File: src/core/atxw_pkg.sv
// package: constants and types of the atx switch and host watchdog block
package atxw_pkg;
    localparam int unsigned CLK_HZ = 10_000_000;
    localparam int unsigned TICK_HZ = 32;
    localparam int unsigned TICK_CYCLES = CLK_HZ / TICK_HZ;
    localparam logic [18:0] TICK_LAST = 19'(TICK_CYCLES - 1);
    // key hold, reset pulse and watchdog times in seconds/quarters, converted to 1/32 s ticks
    localparam logic [7:0] HOLD_LONG_S = 8'h04;
    localparam logic [7:0] HOLD_LONG_TICKS = 8'(HOLD_LONG_S * TICK_HZ);
    localparam logic [7:0] HOLD_SHORT_TICKS = 8'(TICK_HZ / 4);
    localparam logic [7:0] RESET_PULSE_TICKS = 8'(1 * TICK_HZ);
    localparam logic [7:0] EXTRA_HOLD_TICKS = 8'(5 * TICK_HZ);
    localparam logic [7:0] WDOG_TICKS_PER_S = 8'(TICK_HZ);
    // function mask bits
    localparam int unsigned FN_AUTO_POL = 0;
    localparam int unsigned FN_RST_INV = 1;
    localparam int unsigned FN_PWR_INV = 2;
    localparam int unsigned FN_WDOG_ACT = 3;
    localparam int unsigned FN_BLANK = 4;
    localparam int unsigned FN_KEY_RST = 5;
    localparam int unsigned FN_KEY_ON = 6;
    localparam int unsigned FN_KEY_OFF = 7;
    localparam logic [7:0] MASK_RESET = 8'h00;
    localparam logic [7:0] PULSE_LEN_RESET = 8'h20;
    localparam logic SENSE_SEL_RESET = 1'b1;
    localparam logic [1:0] STATUS_LEN_RESET = 2'h0;
    localparam logic [3:0] STATUS_LEN = 4'hf;
    localparam logic [3:0] STATUS_MASK_IDX = 4'h7;
    localparam logic [3:0] STATUS_WDOG_IDX = 4'h8;
    localparam logic [3:0] STATUS_SENSE_IDX = 4'hb;
    // synchronisers leave reset at 0; sense edges are trusted after this many cycles
    localparam logic [2:0] SENSE_SETTLE_CYCLES = 3'h7;
    typedef enum logic [2:0] {
        ATXW_IDLE = 3'h0,
        ATXW_SAMPLE = 3'h1,
        ATXW_PULSE = 3'h3,
        ATXW_EXTEND = 3'h2,
        ATXW_SELFRST = 3'h6
    } atxw_state_e;
    typedef enum logic [1:0] {
        ATXW_ACT_RST = 2'h0,
        ATXW_ACT_ON = 2'h1,
        ATXW_ACT_OFF = 2'h2
    } atxw_act_e;
endpackage : atxw_pkg

File: src/core/atxw_sync.sv
// three-stage pin synchroniser, change accepted when stages two and three agree
`timescale 1ns/10ps
module atxw_sync (
    input wire logic clk,
    input wire logic reset,
    input wire logic pin,
    output logic level
);
    typedef struct packed {
        logic s1;
        logic s2;
        logic s3;
        logic lvl;
    } atxw_sync_s;
    atxw_sync_s st_r;
    atxw_sync_s st_nxt;
    always_comb begin
        st_nxt = st_r;
        st_nxt.s1 = pin;
        st_nxt.s2 = st_r.s1;
        st_nxt.s3 = st_r.s2;
        if (st_r.s2 == st_r.s3) begin
            st_nxt.lvl = st_r.s3;
        end
    end
    always_ff @(posedge clk) begin
        if (reset) begin
            st_r <= '0;
        end else begin
            st_r <= st_nxt;
        end
    end
    assign level = st_r.lvl;
endmodule : atxw_sync

File: src/core/atxw_top.sv
// atx power/reset switch sequencer with host watchdog
`timescale 1ns/10ps
// Function
// (RL1) idle: reset and power lines undriven
// (RL2) pulse drives active level, ends undriven
// (RL3) confirm held 4 s: 1 s reset pulse
// (RL4) after keypad reset, ignore commands until self reset
// (RL5) confirm 0.25 s with host off: power pulse
// (RL6) cancel held 4 s: power-off pulse, up to 5 s more
// (RL7) blank display while host sense low
// (RL8) third byte selects sense source, default supply
// (RL9) host off: watch keys; sense rise reboots self
// (RL10) mask bits: auto polarity, reset/power invert
// (RL11) first byte is function enable mask
// (RL12) second byte: pulse length in 1/32 s
// (RL13) config carries 1 to 3 bytes
// (RL14) watchdog timeout zero disables it
// (RL15) host feeds watchdog within timeout seconds
// (RL16) watchdog expiry pulses host reset line (code: only when idle; expiry during a pulse just turns it off)
// (RL17) watchdog off at start and after firing
// (RL18) status mask shows watchdog active bit
// (RL19) status is 15 bytes, includes sense source
// (RL20) host sets pin 1 pull-up, non-user
// (RL21) host sets pins 2, 3 high impedance
// (RL22) host saves settings into boot state
// (RL23) auto polarity drives opposite of idle level
// (RL24) all timing from one 1/32 s tick
module atxw_top (
    input wire logic clk,
    input wire logic reset,
    input wire logic key_confirm,
    input wire logic key_cancel,
    input wire logic sense_supply,
    input wire logic sense_pin1,
    input wire logic reset_line_in,
    input wire logic power_line_in,
    output logic reset_line_out,
    output logic reset_line_oe,
    output logic power_line_out,
    output logic power_line_oe,
    input wire logic cfg_valid,
    input wire logic [1:0] cfg_len,
    input wire logic [7:0] cfg_mask,
    input wire logic [7:0] cfg_pulse_len,
    input wire logic [7:0] cfg_sense_sel,
    input wire logic wdog_valid,
    input wire logic [7:0] wdog_timeout,
    input wire logic status_req,
    output logic status_valid,
    output logic [7:0] status_byte,
    output logic status_last,
    output logic cmd_blocked,
    output logic display_blank,
    output logic self_reset,
    output logic [1:0] msg_sel
);
    typedef struct packed {
        atxw_pkg::atxw_state_e state;
        atxw_pkg::atxw_act_e act;
        logic [18:0] div;
        logic tick;
        logic [7:0] hold_cnt;
        logic [7:0] pulse_cnt;
        logic [7:0] mask;
        logic [7:0] pulse_len;
        logic sense_sel;
        logic wdog_on;
        logic [7:0] wdog_cnt;
        logic [4:0] wdog_sub;
        logic drive_lvl;
        logic blocked;
        logic rst_out;
        logic rst_oe;
        logic pwr_out;
        logic pwr_oe;
        logic blank;
        logic self_rst;
        logic [1:0] msg;
        logic sense_d;
        logic [2:0] warm;
        logic st_busy;
        logic [3:0] st_idx;
        logic st_valid;
        logic [7:0] st_byte;
        logic st_last;
        logic [3:0] sv_run;
    } atxw_top_s;
    atxw_top_s st_r;
    atxw_top_s st_nxt;
    logic conf_s;
    logic canc_s;
    logic sup_s;
    logic pin1_s;
    logic rst_in_s;
    logic pwr_in_s;
    logic sense;
    atxw_sync u_sync_conf (.clk(clk), .reset(reset), .pin(key_confirm), .level(conf_s));
    atxw_sync u_sync_canc (.clk(clk), .reset(reset), .pin(key_cancel), .level(canc_s));
    atxw_sync u_sync_sup (.clk(clk), .reset(reset), .pin(sense_supply), .level(sup_s));
    atxw_sync u_sync_pin1 (.clk(clk), .reset(reset), .pin(sense_pin1), .level(pin1_s));
    atxw_sync u_sync_rin (.clk(clk), .reset(reset), .pin(reset_line_in), .level(rst_in_s));
    atxw_sync u_sync_pin (.clk(clk), .reset(reset), .pin(power_line_in), .level(pwr_in_s));
    assign sense = st_r.sense_sel ? sup_s : pin1_s; // RL8
    always_comb begin
        logic accept;
        logic wdog_fire;
        logic pol_bit;
        logic [7:0] st_mask;
        accept = 1'b0;
        wdog_fire = 1'b0;
        pol_bit = 1'b0;
        st_mask = 8'h00;
        st_nxt = st_r;
        st_nxt.self_rst = 1'b0;
        st_nxt.st_valid = 1'b0;
        st_nxt.st_last = 1'b0;
        st_nxt.sense_d = sense;
        // a live sense would look like a rise while the synchronisers fill
        if (st_r.warm != atxw_pkg::SENSE_SETTLE_CYCLES) begin
            st_nxt.warm = st_r.warm + 3'h1;
        end
        // length of the current unbroken status run, for the stream check
        st_nxt.sv_run = st_r.st_valid ? st_r.sv_run + 4'h1 : 4'h0;
        // common 1/32 s tick
        st_nxt.tick = (st_r.div == atxw_pkg::TICK_LAST); // RL24
        st_nxt.div = st_nxt.tick ? 19'h00000 : st_r.div + 19'h00001;
        accept = !st_r.blocked; // RL4
        if (accept && cfg_valid && cfg_len != 2'h0) begin
            st_nxt.mask = {cfg_mask[7:4], 1'b0, cfg_mask[2:0]}; // RL11 RL13
            if (cfg_len >= 2'h2) begin
                st_nxt.pulse_len = cfg_pulse_len; // RL12
            end
            if (cfg_len == 2'h3) begin
                st_nxt.sense_sel = cfg_sense_sel[0]; // RL8 RL13
            end
        end
        // watchdog countdown in whole seconds
        if (st_r.wdog_on && st_r.tick) begin
            st_nxt.wdog_sub = st_r.wdog_sub + 5'h01;
            if (st_r.wdog_sub == 5'(atxw_pkg::WDOG_TICKS_PER_S - 8'h01)) begin
                st_nxt.wdog_sub = 5'h00;
                if (st_r.wdog_cnt == 8'h01) begin
                    wdog_fire = 1'b1;
                end
                st_nxt.wdog_cnt = st_r.wdog_cnt - 8'h01;
            end
        end
        if (wdog_fire) begin
            st_nxt.wdog_on = 1'b0; // RL17
        end
        // a feed in the firing cycle wins: the host proved alive
        if (accept && wdog_valid) begin
            st_nxt.wdog_on = (wdog_timeout != 8'h00); // RL14
            st_nxt.wdog_cnt = wdog_timeout;
            st_nxt.wdog_sub = 5'h00;
            wdog_fire = 1'b0;
        end
        st_nxt.blank = st_r.mask[atxw_pkg::FN_BLANK] && !sense; // RL7
        if (!st_r.sense_d && sense && st_r.state == atxw_pkg::ATXW_IDLE
            && st_r.warm == atxw_pkg::SENSE_SETTLE_CYCLES) begin
            st_nxt.self_rst = 1'b1; // RL9
        end
        pol_bit = (st_r.act == atxw_pkg::ATXW_ACT_RST) ? st_r.mask[atxw_pkg::FN_RST_INV]
                                                      : st_r.mask[atxw_pkg::FN_PWR_INV];
        case (st_r.state)
            atxw_pkg::ATXW_IDLE: begin
                st_nxt.rst_oe = 1'b0; // RL1
                st_nxt.pwr_oe = 1'b0; // RL1
                st_nxt.msg = 2'h0;
                if (st_r.tick) begin
                    if ((conf_s && sense && st_r.mask[atxw_pkg::FN_KEY_RST])
                        || (conf_s && !sense && st_r.mask[atxw_pkg::FN_KEY_ON])
                        || (canc_s && sense && st_r.mask[atxw_pkg::FN_KEY_OFF])) begin
                        st_nxt.hold_cnt = st_r.hold_cnt + 8'h01;
                    end else begin
                        st_nxt.hold_cnt = 8'h00;
                    end
                end
                if (wdog_fire) begin
                    st_nxt.act = atxw_pkg::ATXW_ACT_RST; // RL16
                    st_nxt.state = atxw_pkg::ATXW_SAMPLE;
                end else if (conf_s && sense && st_r.mask[atxw_pkg::FN_KEY_RST]
                             && st_r.hold_cnt >= atxw_pkg::HOLD_LONG_TICKS) begin
                    st_nxt.act = atxw_pkg::ATXW_ACT_RST; // RL3
                    st_nxt.state = atxw_pkg::ATXW_SAMPLE;
                end else if (conf_s && !sense && st_r.mask[atxw_pkg::FN_KEY_ON]
                             && st_r.hold_cnt >= atxw_pkg::HOLD_SHORT_TICKS) begin
                    st_nxt.act = atxw_pkg::ATXW_ACT_ON; // RL5 RL9
                    st_nxt.state = atxw_pkg::ATXW_SAMPLE;
                end else if (canc_s && sense && st_r.mask[atxw_pkg::FN_KEY_OFF]
                             && st_r.hold_cnt >= atxw_pkg::HOLD_LONG_TICKS) begin
                    st_nxt.act = atxw_pkg::ATXW_ACT_OFF; // RL6
                    st_nxt.state = atxw_pkg::ATXW_SAMPLE;
                end
            end
            atxw_pkg::ATXW_SAMPLE: begin
                // idle level is read while the line is still undriven
                if (st_r.mask[atxw_pkg::FN_AUTO_POL]) begin
                    st_nxt.drive_lvl = (st_r.act == atxw_pkg::ATXW_ACT_RST)
                                       ? !rst_in_s : !pwr_in_s; // RL23
                end else begin
                    st_nxt.drive_lvl = pol_bit; // RL10
                end
                st_nxt.pulse_cnt = (st_r.act == atxw_pkg::ATXW_ACT_RST)
                                   ? atxw_pkg::RESET_PULSE_TICKS : st_r.pulse_len; // RL3 RL12
                st_nxt.hold_cnt = 8'h00;
                st_nxt.msg = 2'(st_r.act) + 2'h1;
                st_nxt.state = atxw_pkg::ATXW_PULSE;
            end
            atxw_pkg::ATXW_PULSE: begin
                if (st_r.act == atxw_pkg::ATXW_ACT_RST) begin
                    st_nxt.rst_oe = 1'b1; // RL2
                    st_nxt.rst_out = st_r.drive_lvl;
                end else begin
                    st_nxt.pwr_oe = 1'b1; // RL2
                    st_nxt.pwr_out = st_r.drive_lvl;
                end
                if (st_r.tick) begin
                    st_nxt.pulse_cnt = st_r.pulse_cnt - 8'h01;
                end
                if (st_r.pulse_cnt == 8'h00) begin
                    st_nxt.rst_oe = 1'b0; // RL2
                    if (st_r.act == atxw_pkg::ATXW_ACT_OFF && canc_s) begin
                        st_nxt.pulse_cnt = atxw_pkg::EXTRA_HOLD_TICKS; // RL6
                        st_nxt.state = atxw_pkg::ATXW_EXTEND;
                    end else begin
                        st_nxt.pwr_oe = 1'b0;
                        st_nxt.blocked = (st_r.act == atxw_pkg::ATXW_ACT_RST); // RL4
                        st_nxt.state = atxw_pkg::ATXW_SELFRST;
                    end
                end
            end
            atxw_pkg::ATXW_EXTEND: begin
                if (st_r.tick) begin
                    st_nxt.pulse_cnt = st_r.pulse_cnt - 8'h01;
                end
                if (!canc_s || st_r.pulse_cnt == 8'h00) begin
                    st_nxt.pwr_oe = 1'b0; // RL2 RL6
                    st_nxt.state = atxw_pkg::ATXW_SELFRST;
                end
            end
            atxw_pkg::ATXW_SELFRST: begin
                // power-off ends without rebooting; reset and power-on reboot
                st_nxt.self_rst = (st_r.act != atxw_pkg::ATXW_ACT_OFF); // RL3 RL5
                st_nxt.msg = 2'h0;
                st_nxt.state = atxw_pkg::ATXW_IDLE;
            end
            default: begin
                st_nxt.state = atxw_pkg::ATXW_IDLE;
            end
        endcase
        // debug status stream
        st_mask = st_r.mask;
        st_mask[atxw_pkg::FN_WDOG_ACT] = st_r.wdog_on; // RL18
        if (accept && status_req && !st_r.st_busy) begin
            st_nxt.st_busy = 1'b1;
            st_nxt.st_idx = 4'h0;
        end
        if (st_r.st_busy) begin
            st_nxt.st_valid = 1'b1;
            if (st_r.st_idx == atxw_pkg::STATUS_MASK_IDX) begin
                st_nxt.st_byte = st_mask;
            end else if (st_r.st_idx == atxw_pkg::STATUS_WDOG_IDX) begin
                st_nxt.st_byte = st_r.wdog_cnt; // RL18
            end else if (st_r.st_idx == atxw_pkg::STATUS_SENSE_IDX) begin
                st_nxt.st_byte = {7'h00, st_r.sense_sel}; // RL19
            end else begin
                st_nxt.st_byte = 8'h00;
            end
            st_nxt.st_idx = st_r.st_idx + 4'h1;
            if (st_r.st_idx == atxw_pkg::STATUS_LEN - 4'h1) begin
                st_nxt.st_last = 1'b1; // RL19
                st_nxt.st_busy = 1'b0;
            end
        end
        // self reset restores power-up defaults for the command block and the watchdog enable only
        if (st_r.self_rst) begin
            st_nxt.blocked = 1'b0;
            // a feed landing on the self-reset cycle arms the watchdog only if commands are not blocked, so not after a reset pulse
            if (!(accept && wdog_valid)) begin
                st_nxt.wdog_on = 1'b0; // RL17
            end
        end
    end
    always_ff @(posedge clk) begin
        if (reset) begin
            st_r <= '0;
            st_r.state <= atxw_pkg::ATXW_IDLE;
            st_r.act <= atxw_pkg::ATXW_ACT_RST;
            st_r.mask <= atxw_pkg::MASK_RESET;
            st_r.pulse_len <= atxw_pkg::PULSE_LEN_RESET;
            st_r.sense_sel <= atxw_pkg::SENSE_SEL_RESET;
            st_r.sense_d <= 1'b1;
        end else begin
            st_r <= st_nxt;
        end
    end
    assign reset_line_out = st_r.rst_out;
    assign reset_line_oe = st_r.rst_oe;
    assign power_line_out = st_r.pwr_out;
    assign power_line_oe = st_r.pwr_oe;
    assign status_valid = st_r.st_valid;
    assign status_byte = st_r.st_byte;
    assign status_last = st_r.st_last;
    assign cmd_blocked = st_r.blocked;
    assign display_blank = st_r.blank;
    assign self_reset = st_r.self_rst;
    assign msg_sel = st_r.msg;
endmodule : atxw_top

File: config.mk
export PLATFORM = sky130hd
export DESIGN_NAME = atxw_top
export DESIGN_NICKNAME = d
export VERILOG_FILES = /design/src/core/atxw_pkg.sv /design/src/core/atxw_sync.sv /design/src/core/atxw_top.sv
export SDC_FILE = /design/constraint.sdc
export NUM_CORES = 1
export LEC_CHECK = 0
export ABC_AREA = 1
export ABC_CLOCK_PERIOD_IN_PS = 2700
export BUFFER_PORTS_ARGS = -buffer_cell sky130_fd_sc_hd__clkbuf_2
export CAP_MARGIN = 20
export CORE_MARGIN = 10
export CORE_UTILIZATION = 40
export DETAILED_ROUTE_END_ITERATION = 8
export PLACE_DENSITY = 0.68
export RECOVER_POWER = 25
export SETUP_SLACK_MARGIN = 0.1
export SLEW_MARGIN = 10
export SYNTH_ARGS = -nofsm -noshare
export SYNTH_HDL_FRONTEND = slang
export SYNTH_SLANG_ARGS = --single-unit
File: constraint.sdc
create_clock -name clk -period 2.7 [get_ports clk]
set_input_delay 0.135 -clock clk [delete_from_list [all_inputs] [get_ports clk]]
set_output_delay 0.135 -clock clk [all_outputs]
set_load 0.02 [all_outputs]
==> results by group <==
Route
  • Met2 Routed Length: ~5.9 mm
  • Total routed wire length on the met1 layer: approximately 6.2 mm
  • Drc violations: 0
  • Vias per cell: around 4.8
  • Vias after detailed routing: roughly 4900
  • Residual antenna-violating net count after detailed routing: 0
  • Detailed Route WL: about 13 mm
  • Violation count after the first detailed-routing iteration: approximately 300
  • Wire length per cell after detailed routing: around 13 µm
  • Number of iterations in the first detailed-routing pass: 5
  • Top Layer Used: met4
  • Met3 routed wirelength: approximately 740 µm

Floorplanning
  • Floorplan die height: approximately 140 µm
  • Row count: 43
  • Num ports: 64
  • Core region area: approximately 0.014 mm²
  • Die ar.: approximately 0.019 mm²
  • Width of the die: 139 µm
  • Initial cell density of the core: ~41%

Global route
  • Via count of the first global-routing pass: 4606
  • Global routing usage summed across all routing layers: 13.6%
  • Antenna violations before repair: 0
  • Remaining global-route overflow: 0
  • First-pass GRT wire length: ~22 mm
  • Largest net degree at the start of global routing: 54

Layout
  • Core utilization of the finished layout: between 40 and 50%
  • Area occupied by registers: roughly 0.0025 mm²
  • Share of final-layout standard cells stronger than drive strength 1: a little over an eighth
  • Area Overhead vs Synth: 22.3%
  • Number of fill cells: between 1000 and 1500
  • Diode insertion count for antenna repair: 0
  • Nets: around 900
  • Area of combinational cells with multiple inputs: about 0.0026 mm²

Critical path
  • Beginning of the worst register-to-register path: cmd_blocked
  • Worst setup path start: reset
  • Crit path launch type: input port
  • Critical path data arrival time: 2.54 ns
  • Slowest library cell on the worst path: clkbuf_1
  • Kind of critical path: input port to flip-flop
  • CP cell instances: clkbuf_2 > clkbuf_1 > nor2_1 > a32o_1
  • Critical path endpoint category: flip-flop
  • Largest fanout of any net on the critical path: between 50 and 60
  • Longest individual stage delay on the worst path: approximately 1.7 ns
  • CP Data Required Time: about 3 ns
  • Buffering stage count on the worst path with inverters included: 2
  • Cell family contributing the most delay on the critical path: buffers and inverters

Clock tree
  • Clock-pin slew of the registers on the worst-case setup and hold paths: around 0.050 ns
  • Sinks on the clock net: between 100 and 150
  • Clock insertion delay at the later pin of the skew report: 0.42 ns
  • Root buf cell: clkbuf_16
  • TritonCTS clock tree: yes
  • Level count of the clock H-tree: 4
  • Buffer depth of the longest clock path: 2
  • Inserted Clock Buffers: 17

STA
  • Final total negative setup slack: 0 ns
  • Slew HR: -63.2%
  • Final Slew Violations: between 50 and 60
  • Fin. Hold Viols: 0
  • Final setup vio count: 0
  • Post-route clock period utilization: between 80% and 90%
  • Worst clock skew on the final layout: roughly 0.0066 ns
  • Slew of the pin with the lowest slew margin: between 2 and 2.5 ns
  • Unrepaired setup endpoints after global routing: no
  • Shortest period the worst path allows: about 2.2 ns
  • Highest attainable clock frequency: 448 MHz

Logic synthesis
  • Number of library cell types mapped by synthesis: 40
  • Post-synthesis cell count: ~770
  • Share of async-settable or async-resettable flops after synthesis: 0%
  • Top post-synthesis cells by area: dfxtp_1, nand2_1, inv_1
  • Synthesized area: approximately 0.0057 mm²
  • Fraction of synthesized cell area taken by the top area cell type: around 44%
  • Post-synth top area cell: dfxtp_1
  • Dominant synthesized flop cell: dfxtp_1
  • Yosys Warn Count: 0
  • Share of the yosys chip area belonging to registers: 43.8%
  • Top cells by count, synth: nand2_1, dfxtp_1, inv_1
  • Syn avg cell area: about 7.4 µm²
  • Most used standard cell by instance count after synthesis: nand2_1
  • Seq cells post-synth: 124
  • Number of synthesized flops with an enable pin: 0
  • Synth Net Count: between 800 and 900

Hold path
  • Hold WC Path Type: input port to flip-flop
  • Beginning of the worst hold path: wdog_timeout[5]

Power
  • Max VDD drop: 0.469 mV
  • Pwr/cell area: ~740 mW/mm²
  • Total chip power: approximately 5.1 mW
  • Relative contribution of the clock network to total power: 48.3%
  • Internal power contribution: 3.83 mW
  • Sw frac: between 20% and 30%
  • Share of total power in combinational logic: 12.4%
  • Sequential Power Share: about two fifths
  • Switching power of the nets: 1.31 mW
  • Leakage component of the power: between 2 and 3 nW

Status
  • Failing checks: capacitance limit, slew limit
  • Status: finished with violations

Placement
  • Count of input and output buffers: between 50 and 60
  • Routability congestion estimate from global placement: just under 0.9
  • DP HPWL: 9.27 mm

Flow run
  • Maximum capacitance violations: 1
-- cell usage in the layout, fill, tap and decap left out, types with 7 or more instances in the layout --
cell / n
a211oi_1: 7
a21oi_1: 58
clkbuf_1: 9
clkbuf_16: 17
clkbuf_2: 48
dfxtp_1: 124
dlygate4sd3_1: 24
ha_1: 15
inv_1: 102
nand2_1: 136
nand2_2: 7
nand3_1: 43
nand4_1: 10
nor2_1: 98
nor2_4: 7
nor3_1: 15
o211ai_1: 11
o21ai_0: 45
xor2_1: 21
-- what timing repair did --
item / in CTS / in global routing
setup buffers: 0 / 1
endpoints found under the hold margin: 22 / 0
setup endpoints to repair: 0 / 1
gates resized for setup: 0 / 0
hold buffers: 24 / 0
-- through the flow --
| stage | hold WS, ns | setup slack [ns] | std cells | cell area, µm² |
|---|---|---|---|---|
| after floorplan | 0.242 | 1.20 | 766 | 5670 |
| after global placement | 0.334 | 0.661 | 977 | 6050 |
| after detailed placement | 0.330 | 0.590 | 977 | 6050 |
| after CTS | 0.00267 | 0.221 | 1033 | 6950 |
| after global routing | 0.0102 | 0.208 | 1034 | 6940 |
| final | 0.0158 | 0.468 | 1034 | 6940 |
-- worst min-delay path, stage by stage --
cell	delay (ns)
clkbuf_2	0.09
nand2_1	0.08
a31oi_1	0.08
-- routing by layer --
| layer | GRT usage (%) | up-vias |
|---|---|---|
| li1 | - | 2618 |
| met1 | 16.6 | 2196 |
| met2 | 21.2 | 112 |
| met3 | 5.27 | 16 |
| met4 | 4.83 | 0 |
| met5 | 0 | - |
-- registers in the layout (all words and copies together) (netlist names), 2 cells and up --
register	flops
u_sync_pin1.st_nxt	2
st_r	81
u_sync_rin.st_nxt	2
u_sync_canc.st_nxt	2
msg_sel	2
u_sync_sup.st_nxt	2
status_byte	8
u_sync_conf.st_nxt	2
u_sync_pin.st_nxt	2
-- kinds of logic (layout without fill, tap and decap cells) --
kind of cell | Yosys count | in the layout | share of synthesized area (%)
flip-flops | 124 | 124 | 43.8
adder cells (fa/ha/maj) | 15 | 15 | 3.31
AND/OR/NAND/NOR | 335 | 335 | 26.8
buffers and inverters | 138 | 226 | 9.93
AO/OA/AOI/OAI | 133 | 133 | 13.0
XOR/XNOR | 21 | 21 | 3.24
-- area by class of cell --
| class | count | area share [%] |
|---|---|---|
| multi-input combinational | 504 | 37.9 |
| clock inverter | 10 | 2.31 |
| clock buffer | 22 | 7.12 |
| sequential | 124 | 35.8 |
| tap | 180 | 3.25 |
| inverter | 110 | 5.95 |
| timing repair buffer | 84 | 7.74 |
-- final timing paths --
check / to / slack [ns] / cells after the start
max: st_r[15] / 0.47 / 4
min reg2reg: u_sync_pin.st_nxt[1] / 0.40 / 2
max reg2reg: st_r[47] / 0.53 / 8
min: st_r[43] / 0.02 / 3
-- power groups by stage --
stage | combinational [mW] | sequential, mW | clock, mW
finish | 0.636 | 2.02 | 2.48
global route | 0.721 | 2.03 | 2.60
CTS | 0.634 | 2.02 | 2.53
detailed placement | 0.600 | 2.06 | 0
global placement | 0.593 | 2.05 | 0
floorplan | 0.461 | 2.04 | 0
(Power assumes the default switching activity.)
